<file path="config.mk">
export PLATFORM = sky130hd
export DESIGN_NAME = via_arbiter
export DESIGN_NICKNAME = d
export VERILOG_FILES = /design/src/via_pkg.sv /design/src/via_arbiter.sv
export SDC_FILE = /design/constraint.sdc
export NUM_CORES = 1
export LEC_CHECK = 0
export BUFFER_PORTS_ARGS = -buffer_cell sky130_fd_sc_hd__buf_2
export CAP_MARGIN = 20
export CORE_UTILIZATION = 53
export DETAILED_ROUTE_END_ITERATION = 8
export PLACE_DENSITY = 0.81
export SYNTH_ARGS = -nofsm -noshare
export SYNTH_HDL_FRONTEND = slang
export SYNTH_SLANG_ARGS = --single-unit
</file>
<file path="constraint.sdc">
create_clock -name clk -period 7.75 [get_ports clk]
set_input_delay 1.55 -clock clk [delete_from_list [all_inputs] [get_ports clk]]
set_output_delay 1.55 -clock clk [all_outputs]
set_load 0.01 [all_outputs]
</file>
<file path="src/via_pkg.sv">
// Package for the vectored interrupt arbiter: register map, field layout, constants, carriers
package via_pkg;
    localparam int VIA_NSRC = 26;
    localparam int VIA_NGRP = 4;
    localparam int VIA_NSLOT = 6;
    // Register byte offsets
    localparam logic [7:0] VIA_OFF_CONTROL = 8'h00;
    localparam logic [7:0] VIA_OFF_MODE = 8'h04;
    localparam logic [7:0] VIA_OFF_PENDING = 8'h08;
    localparam logic [7:0] VIA_OFF_MASK = 8'h0c;
    localparam logic [7:0] VIA_OFF_NORMAL_CLR = 8'h10;
    localparam logic [7:0] VIA_OFF_FAST_CLR = 8'h14;
    localparam logic [7:0] VIA_OFF_SLAVE_PRIO = 8'h18;
    localparam logic [7:0] VIA_OFF_MASTER_PRIO = 8'h1c;
    localparam logic [7:0] VIA_OFF_EVT_STATUS = 8'h20;
    localparam logic [7:0] VIA_OFF_EVT_MASK = 8'h24;
    localparam logic [7:0] VIA_OFF_WINNER = 8'h28;
    // Control fields
    localparam int VIA_CTL_VECTORED = 0;
    localparam int VIA_CTL_RR_SLAVE = 1;
    localparam int VIA_CTL_RR_MASTER = 2;
    // Mask register: bit 26 is the global mask
    localparam int VIA_MASK_GLOBAL = 26;
    localparam logic [31:0] VIA_CONTROL_RST = 32'h0000_0000;
    localparam logic [26:0] VIA_MASK_RST = 27'h7ff_ffff;
    localparam logic [7:0] VIA_PRIO_RST = 8'he4;
    // Vector fetch
    localparam logic [31:0] VIA_IRQ_VECTOR = 32'h0000_0018;
    localparam logic [31:0] VIA_FIQ_VECTOR = 32'h0000_001c;
    localparam logic [31:0] VIA_BRANCH_BASE = 32'hea00_0000;
    localparam logic [31:0] VIA_VEC_FIRST = 32'h0000_0020;
    localparam logic [31:0] VIA_PIPE_OFS = 32'h0000_0008;
    localparam logic [31:0] VIA_VEC_GROUP_STEP = 32'h0000_0020;
    localparam logic [31:0] VIA_VEC_DIRECT_FIRST = 32'h0000_00a0;
    localparam logic [31:0] VIA_VEC_DIRECT_SECOND = 32'h0000_00c0;
    localparam logic [1:0] VIA_RESP_OKAY = 2'b00;
    localparam logic [1:0] VIA_RESP_SLVERR = 2'b10;

    typedef struct packed {
        logic [31:0] addr;
        logic fetch;
    } via_fetch_t;

    typedef struct packed {
        logic valid;
        logic [4:0] index;
    } via_winner_t;
endpackage

</file>
<file path="src/via_arbiter.sv">
// Vectored interrupt arbiter with AXI4-Lite registers and vector fetch port
//
// Functional notes
// RULE1 - Thirty raw requests: external pins and peripheral lines enter the controller.
// RULE2 - Upper four external pins are ORed into one request input.
// RULE3 - Both serial error lines are ORed into one shared request.
// RULE4 - Arbitrate simultaneous requests, then assert fast or normal request line.
// RULE5 - Pending register shows every requesting source for software-ordered service.
// RULE6 - Vectored mode: priority logic picks winner, supplies jump at 0x18 or 0x1c. Only the 0x18 fetch is answered here; 0x1c gets no jump.
// RULE7 - Each source individually selects fast or normal request type.
// RULE8 - Pending register flags outstanding requests and is read-only.
// RULE9 - Software writes one to a pending-clear port bit; device drops flag.
// RULE10 - Mask bit zero forwards a source; mask bit one blocks it.
// RULE11 - A masked source still sets its pending flag.
// RULE12 - Global mask one: pending still set, nothing delivered to core.
// RULE13 - Normal priority uses four six-source slave units and one master unit.
// RULE14 - Slave: four programmable slots above two fixed; first fixed beats second.
// RULE15 - Master: four groups above two direct sources; first direct beats second.
// RULE16 - Vectored normal fetch at 0x18 returns branch from 0xea000000 to winner's vector.
// RULE17 - Zero bits written to pending-clear ports leave flags unchanged.
//
// Design decisions made here: the address map and the AXI4-Lite register port.
`timescale 1ns/1ps
module via_arbiter
    import via_pkg::*;
(
    input wire logic clk,
    input wire logic arst_n,
    input wire logic [7:0] ext_req,
    input wire logic [19:0] periph_req,
    input wire logic [1:0] serial_err_req,
    input wire via_fetch_t fetch,
    output logic [31:0] fetch_data,
    output logic fetch_data_valid,
    output logic irq_req,
    output logic fiq_req,
    output logic evt_irq,
    input wire logic [7:0] s_axi_awaddr,
    input wire logic s_axi_awvalid,
    output logic s_axi_awready,
    input wire logic [31:0] s_axi_wdata,
    input wire logic [3:0] s_axi_wstrb,
    input wire logic s_axi_wvalid,
    output logic s_axi_wready,
    output logic [1:0] s_axi_bresp,
    output logic s_axi_bvalid,
    input wire logic s_axi_bready,
    input wire logic [7:0] s_axi_araddr,
    input wire logic s_axi_arvalid,
    output logic s_axi_arready,
    output logic [31:0] s_axi_rdata,
    output logic [1:0] s_axi_rresp,
    output logic s_axi_rvalid,
    input wire logic s_axi_rready
);
    // ----------------------------------------
    // Input synchronisers and source merge
    // ----------------------------------------
    logic [29:0] sync1, sync2;
    always_ff @(posedge clk or negedge arst_n) begin
        if (!arst_n) begin
            sync1 <= 30'h0000_0000;
            sync2 <= 30'h0000_0000;
        end else begin
            sync1 <= {serial_err_req, periph_req, ext_req}; // [RULE1]
            sync2 <= sync1;
        end
    end
    wire [7:0] ext_s = sync2[7:0];
    wire [19:0] per_s = sync2[27:8];
    wire [1:0] err_s = sync2[29:28];
    wire merged_external_request = |ext_s[7:4]; // [RULE2]
    wire merged_serial_error_request = |err_s; // [RULE3]
    // Source index = group*6 + slot; 24 = first direct, 25 = second direct.
    // periph_req order: tick,zdma0,zdma1,bdma0,bdma1,wdt,timer0..5,urxd0,urxd1,iic,sio,utxd0,utxd1,rtc,adc
    wire [VIA_NSRC-1:0] src = {per_s[19:6], merged_serial_error_request, per_s[5:1],
                               per_s[0], merged_external_request, ext_s[3:0]};

    // ----------------------------------------
    // Registers
    // ----------------------------------------
    logic [31:0] control;
    logic [VIA_NSRC-1:0] mode_fast, pending, src_d;
    logic [VIA_NSRC:0] source_mask_register;
    logic [7:0] slave_prio [VIA_NGRP];
    logic [7:0] master_prio;
    logic [2:0] evt_status, evt_mask;

    // ----------------------------------------
    // AXI4-Lite slave
    // ----------------------------------------
    logic aw_held, w_held;
    logic [7:0] aw_addr;
    logic [31:0] w_data;
    logic [3:0] w_strb;
    wire aw_take = s_axi_awvalid && s_axi_awready;
    wire w_take = s_axi_wvalid && s_axi_wready;
    wire wr_go = aw_held && w_held && !s_axi_bvalid;
    wire next_aw_held = !wr_go && (aw_held || aw_take);
    wire next_w_held = !wr_go && (w_held || w_take);
    wire next_bvalid = wr_go || (s_axi_bvalid && !s_axi_bready);
    wire [31:0] wmask = {{8{w_strb[3]}}, {8{w_strb[2]}}, {8{w_strb[1]}}, {8{w_strb[0]}}};
    wire [31:0] wbits = w_data & wmask;
    wire sel_ctl = wr_go && aw_addr == VIA_OFF_CONTROL;
    wire sel_mode = wr_go && aw_addr == VIA_OFF_MODE;
    wire sel_mask = wr_go && aw_addr == VIA_OFF_MASK;
    wire sel_nclr = wr_go && aw_addr == VIA_OFF_NORMAL_CLR;
    wire sel_fclr = wr_go && aw_addr == VIA_OFF_FAST_CLR;
    wire sel_sp = wr_go && aw_addr == VIA_OFF_SLAVE_PRIO;
    wire sel_mp = wr_go && aw_addr == VIA_OFF_MASTER_PRIO;
    wire sel_es = wr_go && aw_addr == VIA_OFF_EVT_STATUS;
    wire sel_em = wr_go && aw_addr == VIA_OFF_EVT_MASK;
    // Pending is read-only, so its offset is not a legal write target
    wire wr_ok = sel_ctl | sel_mode | sel_mask | sel_nclr | sel_fclr | sel_sp | sel_mp | sel_es | sel_em; // [RULE8]

    always_ff @(posedge clk or negedge arst_n) begin
        if (!arst_n) begin
            aw_held <= 1'b0;
            w_held <= 1'b0;
            aw_addr <= 8'h00;
            w_data <= 32'h0000_0000;
            w_strb <= 4'h0;
            s_axi_bvalid <= 1'b0;
            s_axi_bresp <= VIA_RESP_OKAY;
            s_axi_awready <= 1'b1;
            s_axi_wready <= 1'b1;
        end else begin
            aw_held <= next_aw_held;
            w_held <= next_w_held;
            s_axi_bvalid <= next_bvalid;
            // Ready flops follow the next held state, so timing matches a decoded ready
            s_axi_awready <= !next_aw_held && !next_bvalid;
            s_axi_wready <= !next_w_held && !next_bvalid;
            if (aw_take) begin
                aw_addr <= {s_axi_awaddr[7:2], 2'b00};
            end
            if (w_take) begin
                w_data <= s_axi_wdata;
                w_strb <= s_axi_wstrb;
            end
            if (wr_go) begin
                s_axi_bresp <= wr_ok ? VIA_RESP_OKAY : VIA_RESP_SLVERR;
            end
        end
    end

    // ----------------------------------------
    // Priority arbitration for normal requests
    // ----------------------------------------
    wire global_mask = source_mask_register[VIA_MASK_GLOBAL];
    wire [VIA_NSRC-1:0] deliver = pending & ~source_mask_register[VIA_NSRC-1:0] & {VIA_NSRC{!global_mask}}; // [RULE10] [RULE12]
    wire [VIA_NSRC-1:0] irq_cand = deliver & ~mode_fast; // [RULE7]
    logic [VIA_NGRP-1:0] grp_hit;
    logic [2:0] grp_win [VIA_NGRP];
    logic [1:0] slv_last [VIA_NGRP];

    // Pick the programmable slot whose rank order (4x2-bit, highest first) hits first
    function automatic logic [2:0] via_rank4(input logic [3:0] req, input logic [7:0] order);
        logic [2:0] res;
        res = 3'h4;
        for (int k = 3; k >= 0; k--) begin
            if (res == 3'h4 && req[order[2*k +: 2]]) begin
                res = {1'b0, order[2*k +: 2]};
            end
        end
        return res;
    endfunction

    // Rotate order so that the slot after the last winner ranks first
    function automatic logic [7:0] via_rr(input logic [1:0] last);
        logic [1:0] a;
        a = last + 2'd1;
        return {a, 2'(a + 2'd1), 2'(a + 2'd2), 2'(a + 2'd3)};
    endfunction

    genvar g;
    generate
        for (g = 0; g < VIA_NGRP; g++) begin : g_slave // [RULE13]
            wire [5:0] req = irq_cand[g*VIA_NSLOT +: VIA_NSLOT];
            wire [7:0] ord = control[VIA_CTL_RR_SLAVE] ? via_rr(slv_last[g]) : slave_prio[g];
            wire [2:0] prog = via_rank4(req[3:0], ord);
            assign grp_hit[g] = |req;
            // Programmable slots outrank both fixed slots; first fixed beats second
            assign grp_win[g] = !prog[2] ? prog : (req[4] ? 3'd4 : 3'd5); // [RULE14]
        end
    endgenerate

    logic [1:0] mst_last;
    wire [7:0] mord = control[VIA_CTL_RR_MASTER] ? via_rr(mst_last) : master_prio;
    wire [2:0] mprog = via_rank4(grp_hit, mord);
    via_winner_t next_win;
    always_comb begin
        next_win = '{valid: 1'b0, index: 5'd0};
        if (!mprog[2]) begin
            next_win = '{valid: 1'b1, index: 5'(mprog[1:0] * 3'd6 + grp_win[mprog[1:0]])};
        end else if (irq_cand[24]) begin
            next_win = '{valid: 1'b1, index: 5'd24}; // [RULE15]
        end else if (irq_cand[25]) begin
            next_win = '{valid: 1'b1, index: 5'd25};
        end
    end

    // Vector address: groups at 0x20 step 0x20, slots 4 bytes apart, directs fixed
    wire [31:0] vec_addr = next_win.index == 5'd24 ? VIA_VEC_DIRECT_FIRST :
                           next_win.index == 5'd25 ? VIA_VEC_DIRECT_SECOND :
                           VIA_VEC_FIRST + VIA_VEC_GROUP_STEP * 32'(next_win.index / 5'd6)
                           + 32'(next_win.index % 5'd6) * 32'd4;
    wire [31:0] offs = (vec_addr - VIA_IRQ_VECTOR - VIA_PIPE_OFS) >> 2;
    wire [31:0] branch = VIA_BRANCH_BASE + {8'h00, offs[23:0]}; // [RULE16]
    wire vec_hit = control[VIA_CTL_VECTORED] && fetch.fetch && fetch.addr == VIA_IRQ_VECTOR && next_win.valid;
    wire [VIA_NSRC-1:0] rise = src & ~src_d;

    // ----------------------------------------
    // Register state, pending and outputs
    // ----------------------------------------
    wire [VIA_NSRC-1:0] nclr = sel_nclr ? wbits[VIA_NSRC-1:0] & ~mode_fast : '0; // [RULE17]
    wire [VIA_NSRC-1:0] fclr = sel_fclr ? wbits[VIA_NSRC-1:0] & mode_fast : '0;
    // A fresh edge wins over a clear in the same cycle
    wire [VIA_NSRC-1:0] next_pending = (pending & ~(nclr | fclr)) | rise; // [RULE9] [RULE11] [RULE5]
    wire [2:0] evt_set = {vec_hit, |(deliver & mode_fast), |rise};
    wire [2:0] next_evt_status = (evt_status & ~(sel_es ? w_data[2:0] : 3'h0)) | evt_set;
    always_ff @(posedge clk or negedge arst_n) begin
        if (!arst_n) begin
            control <= VIA_CONTROL_RST;
            mode_fast <= '0;
            pending <= '0;
            src_d <= '0;
            source_mask_register <= VIA_MASK_RST;
            master_prio <= VIA_PRIO_RST;
            mst_last <= 2'd3;
            evt_status <= 3'h0;
            evt_mask <= 3'h0;
            irq_req <= 1'b0;
            fiq_req <= 1'b0;
            evt_irq <= 1'b0;
            fetch_data <= 32'h0000_0000;
            fetch_data_valid <= 1'b0;
        end else begin
            src_d <= src;
            pending <= next_pending;
            if (sel_ctl) control <= (control & ~wmask) | wbits;
            if (sel_mode) mode_fast <= (mode_fast & ~wmask[VIA_NSRC-1:0]) | wbits[VIA_NSRC-1:0]; // [RULE7]
            if (sel_mask) source_mask_register <= (source_mask_register & ~wmask[VIA_NSRC:0]) | wbits[VIA_NSRC:0];
            if (sel_mp) master_prio <= w_data[7:0];
            if (sel_em) evt_mask <= w_data[2:0];
            evt_status <= next_evt_status;
            irq_req <= |irq_cand; // [RULE4]
            fiq_req <= |(deliver & mode_fast); // [RULE4]
            evt_irq <= |(next_evt_status & evt_mask);
            fetch_data_valid <= vec_hit;
            fetch_data <= vec_hit ? branch : 32'h0000_0000; // [RULE6]
            if (vec_hit && !mprog[2]) begin
                mst_last <= mprog[1:0];
            end
        end
    end
    generate
        for (g = 0; g < VIA_NGRP; g++) begin : g_slv_state
            always_ff @(posedge clk or negedge arst_n) begin
                if (!arst_n) begin
                    slave_prio[g] <= VIA_PRIO_RST;
                    slv_last[g] <= 2'd3;
                end else begin
                    if (sel_sp && w_strb[g]) slave_prio[g] <= w_data[8*g +: 8];
                    if (vec_hit && !mprog[2] && mprog[1:0] == 2'(g) && !grp_win[g][2]) begin
                        slv_last[g] <= grp_win[g][1:0];
                    end
                end
            end
        end
    endgenerate

    // ----------------------------------------
    // Read path
    // ----------------------------------------
    wire [7:0] ra = {s_axi_araddr[7:2], 2'b00};
    wire rd_ok = ra <= VIA_OFF_WINNER;
    wire [31:0] rmux =
        ra == VIA_OFF_CONTROL ? control :
        ra == VIA_OFF_MODE ? 32'(mode_fast) :
        ra == VIA_OFF_PENDING ? 32'(pending) :
        ra == VIA_OFF_MASK ? 32'(source_mask_register) :
        ra == VIA_OFF_SLAVE_PRIO ? {slave_prio[3], slave_prio[2], slave_prio[1], slave_prio[0]} :
        ra == VIA_OFF_MASTER_PRIO ? 32'(master_prio) :
        ra == VIA_OFF_EVT_STATUS ? 32'(evt_status) :
        ra == VIA_OFF_EVT_MASK ? 32'(evt_mask) :
        ra == VIA_OFF_WINNER ? 32'({next_win.valid, next_win.index}) : 32'h0000_0000;
    always_ff @(posedge clk or negedge arst_n) begin
        if (!arst_n) begin
            s_axi_rvalid <= 1'b0;
            s_axi_rdata <= 32'h0000_0000;
            s_axi_rresp <= VIA_RESP_OKAY;
            s_axi_arready <= 1'b1;
        end else if (s_axi_arvalid && s_axi_arready) begin
            s_axi_rvalid <= 1'b1;
            s_axi_arready <= 1'b0;
            s_axi_rdata <= rd_ok ? rmux : 32'h0000_0000;
            s_axi_rresp <= rd_ok ? VIA_RESP_OKAY : VIA_RESP_SLVERR;
        end else if (s_axi_rvalid && s_axi_rready) begin
            s_axi_rvalid <= 1'b0;
            s_axi_arready <= 1'b1;
        end
    end
endmodule

</file>
# Yosys cells after proc, flatten, opt, wreduce, memory -nomap -nowiden
# Cells that the tools add are included.
[word_totals]
register_bits = 374
input_bits = 122
output_inout_bits = 77
wordCells = 343
[classes]
add_sub_neg = 26
n_mul = 1
div_mod_pow = 2
n_lt_le_gt_ge = 22
n_eq_ne = 37
mux = 101
bitwise = 37
n_reduce_logical = 80
[op_table]
columns = ["cell", "n"]
rows = [
  ["bitwise AND 26 bit", 9],
  ["two-way mux 32 bit", 7],
  ["NOT 26 bit", 5],
  ["two-way mux 26 bit", 4],
  ["two-way mux 3 bit", 27],
  ["bitwise OR 26 bit", 3],
  ["OR reduction 26 bit", 3],
  ["bitwise AND 32 bit", 2],
  ["< comparator 2 x 3 -> 1 bit, second input constant", 20],
  ["logical AND 1 bit", 51],
  ["two-way mux 8 bit", 6],
  ["equality test 3 bit, second input constant", 15],
  ["binary-select mux 1 bit (select 2 bit)", 20],
  ["equality test 6 x 3 -> 1 bit, second input constant", 6],
  ["two-way mux 6 bit", 6],
  ["divider 5 x 3 -> 32 bit, second input constant", 1],
  ["equality test 32 x 5 -> 1 bit, second input constant", 1],
  ["remainder unit 5 x 3 -> 32 bit, second input constant", 1],
  ["NOT 32 bit", 1],
  ["bitwise OR 32 bit", 1],
  ["adder 30 x 25 -> 31 bit, first input constant", 1],
  ["equality test 6 x 4 -> 1 bit, second input constant", 5],
  ["two-way mux 1 bit", 28],
  ["bitwise AND 27 bit", 1],
  ["33 further kinds", 82],
]

# Depth between registers and ports, before layout
[logic_depth]
word_depth = 33
ltp_mapped = 39
depth_no_buf = 34

# Worst setup path after synthesis
# Ideal clock, no wire load.
[synth_path]
path_kind = "register -> register"
from = "register (tool-made name)"
to = "register fetch_data[12]"
setup_time_ps = 81
arrival_time_ps = 7184
t_required_ps = 7669
path_slack_ps = 485
path_stages_with_launch = 37
path_buffers = 5
synth_period_minus_slack_ps = 7265
cell_sequence = "dfstp_2 -> buf_6 -> buf_12 -> buf_12 -> nor4b_4 -> nor4_4 -> a31oi_1 -> o21ai_0 -> and3_1 -> nand2_2 -> o32ai_2 -> inv_2 -> mux2i_1 -> o21ai_0 -> ha_1 -> inv_1 -> fa_1 -> clkbuf_1 -> nor2_1 -> ha_1 -> a21boi_0 -> o21ai_0 -> a211o_1 -> o21ai_2 -> nor2b_1 -> ha_1 -> ha_1 -> inv_1 -> fa_1 -> inv_1 -> a21oi_1 -> or2_2 -> a21oi_1 -> nor2_1 -> or3_1 -> buf_6 -> nor3b_2"
[synth_lines]
columns = ["element", "line_no", "text"]
rows = [
  ["to (signal assigned)", "via_arbiter.sv:251", "fetch_data <= vec_hit ? branch : 32'h0000_0000;"],
  ["to (decl)", "via_arbiter.sv:33", "output logic [31:0] fetch_data,"],
]

==> flow_summary.json <==
{
  "grt_start_max_net_pins": 182,
  "first_pass_iters": 5,
  "total_power_uw": 7290,
  "synth.distinct_cells": 90,
  "drive_gt1_share_pct": 34.2,
  "antenna_found_initial": 1,
  "period_share_pct": 93.8,
  "area_growth_syn_to_layout_pct": 18.3,
  "ios": 199,
  "vias": 14511,
  "worstSetupPathType": "reg -> reg",
  "grt_pass1_vias": 14349,
  "yosysSeqAreaShare_pct": 50.9,
  "min_period_ps": 7270,
  "p_per_area_nw_per_um2": 341,
  "required_ps": 8210,
  "clk_latency_ps": 550,
  "drt-initial-drc-count": 1316,
  "ant_nets": 0,
  "ys_async_sr_fraction_pct": 100,
  "yosys_warnings": 0,
  "postCtsHoldBufs": 0,
  "syn_area_per_cell_um2": 11.0,
  "viasPerCell": 6.11,
  "io_buffers": 189,
  "final_area_um2": 21300,
  "ys_seq_elements": 364,
  "drv_cap": 0,
  "arrival_ps": 7740,
  "h-tree-depth": 2,
  "dp_slack_ps": 91.6,
  "hpwlAfterDp_um": 36200,
  "die_x_um": 186,
  "utilization_pct": 63.7,
  "place_area_um2": 19900,
  "finalSetupViolations": 0,
  "synthAdderAreaFrac_pct": 1.26,
  "synth_compound_area_share_pct": 11.1,
  "synth-edff-count": 0,
  "syn-cell-area_um2": 18000,
  "drc": 0,
  "synth_top_family_by_area": "simple AND/OR/NAND/NOR gates",
  "grt_first_pass_wirelength_um": 79900,
  "synthSimpleGateAreaFrac_pct": 16.7,
  "die_area_um2": 34800,
  "track_usage_pct": 29.4,
  "cts_buffer_depth": 3,
  "setup_slack_ps": 477,
  "coreArea_um2": 33500,
  "numClockSinks": 364,
  "rsz0062_at_grt": "no",
  "rows": 67,
  "syn-instance-count": 1644,
  "status": "finished, final reports clean",
  "fillCellCount": 2613,
  "layout.nets": 2036,
  "max_stage_delay_ps": 710,
  "final_common_cell": "dfrtp_1",
  "overflow": 0,
  "chipHeight_um": 186,
  "holdCritPathClass": "reg -> reg",
  "slew_viol_final": 0,
  "cts_tree": "yes",
  "antenna_cells": 0,
  "synth-xor-area-share_pct": 0.874,
  "hold_viol_final": 0,
  "timing.fmax_ghz": 0.137,
  "start_kind": "register",
  "endpoint_kind": "register",
  "ir_drop_uv": 262,
  "initial_core_util_pct": 53.8,
  "skew_ps": 26.7,
  "worst_pin_slew_ps": 1100,
  "final_cell_mix": "303 x dfrtp_1, 193 x nand2_1, 188 x buf_2, 180 x mux2_2, 98 x o21ai_0",
  "cp_slowest_cell": "dfstp_4",
  "routedWlPerCell_um": 21.7,
  "finalSetupTns_ps": 0,
  "gp_congestion": 0.948,
  "synthMuxAreaShare_pct": 16.3,
  "crit_fanout": 12,
  "slew_headroom_pct": 26.7,
  "p_leak_uw": 0.00982,
  "numCtsBuffers": 37,
  "drt_wl_total_um": 51400,
  "synth_flop_cell": "dfrtp_1",
  "clockRootBuffer": "clkbuf_16",
  "clk_pin_slew_ps": 60
}
-- per-stage QoR --
| stage | instances | hold WS (ps) |
|---|---|---|
| 3_5_place_dp | 2295 | 335 |
| 4_1_cts | 2363 | 346 |
| 2_1_floorplan | 1648 | 331 |
| 6_report | 2374 | 342 |
| 5_1_grt | 2374 | 352 |
| 3_3_place_gp | 2295 | 332 |
-- power by group --
part,switching (uW),internal (uW)
Combinational,1390,1200
Sequential,531,2340
Clock,775,1040
-- timing repair --
action / in CTS / in global routing
gates resized for setup: 0 / 31
setup buffers: 0 / 10
endpoints found under the hold margin: 0 / 0
setup endpoints to repair: 0 / 17
-- cells in the mapped netlist (all sizes together), types with 6 or more instances --
library cell	instances	area (um^2)
o221ai	6	52.6
nor3b	9	97.6
a21oi	80	412
clkbuf	44	165
a211oi	6	45.0
nand4	15	93.8
nor2b	14	87.6
nand2	198	756
or2	10	62.6
nand2b	37	239
or4b	9	97.6
nor4	21	165
nand3b	25	191
inv	37	139
ha	15	188
a221oi	20	175
o22ai	15	93.8
o21a	7	52.6
and2	15	96.4
o211ai	10	80.1
a22oi	9	67.6
nor2	94	355
dfstp	60	1580
buf	29	204
nand3	47	240
dfrtp	304	7610
xnor2	13	114
nor4b	27	337
a31oi	8	50.1
o21ai	104	524
mux2i	84	841
nor3	20	100
mux2	182	2050
-- worst max-delay path: cells and delay by family (launching register included) --
| kind | cells | cell delay, ps |
|---|---|---|
| adder cells (fa/ha/maj) | 4 | 1230 |
| AO/OA/AOI/OAI | 13 | 2530 |
| AND/OR/NAND/NOR | 9 | 1550 |
| XOR/XNOR | 1 | 140 |
| buffers and inverters | 7 | 800 |
| flip-flops | 1 | 710 |
| multiplexers | 1 | 230 |
-- kinds of logic after synthesis --
| group | Yosys count |
|---|---|
| simple gates | 554 |
| flops | 364 |
| compound gates | 312 |
| mux | 268 |
| buf+inv | 110 |
| xor+xnor | 18 |
| fa+ha+maj | 17 |
| other cells | 1 |
-- final timing paths --
path | start | end | slack (ps) | cells after the start
worst max-delay path | register | fetch_data[13] | 480 | 35
worst min-delay path | sync1[3] | sync2[3] | 340 | 0
worst max register to register | register | fetch_data[13] | 480 | 35
worst min register to register | sync1[3] | sync2[3] | 340 | 0
max in group asynchronous | arst_n | s_axi_rdata[23] | 5180 | 2
min in group asynchronous | arst_n | s_axi_rdata[9] | 1070 | 1
-- area by class of cell --
class	instances	area [um^2]	share of cell area (%)
multi-input cells	1174	8500	39.8
inverters	37	139	0.651
clock inverters	16	216	1.01
flip-flops and latches	364	9190	43.0
repair buffers	283	1720	8.08
clock buffers	52	1020	4.79
well taps	448	561	2.63
-- metal layers --
metal / wire length [um] / global-route usage, %
met1: 20400 / 37.7
met2: 24200 / 47.5
met3: 3920 / 5.76
met4: 2910 / 15.5
met5: 0 / 0
Power figures use the tool's default switching activity.
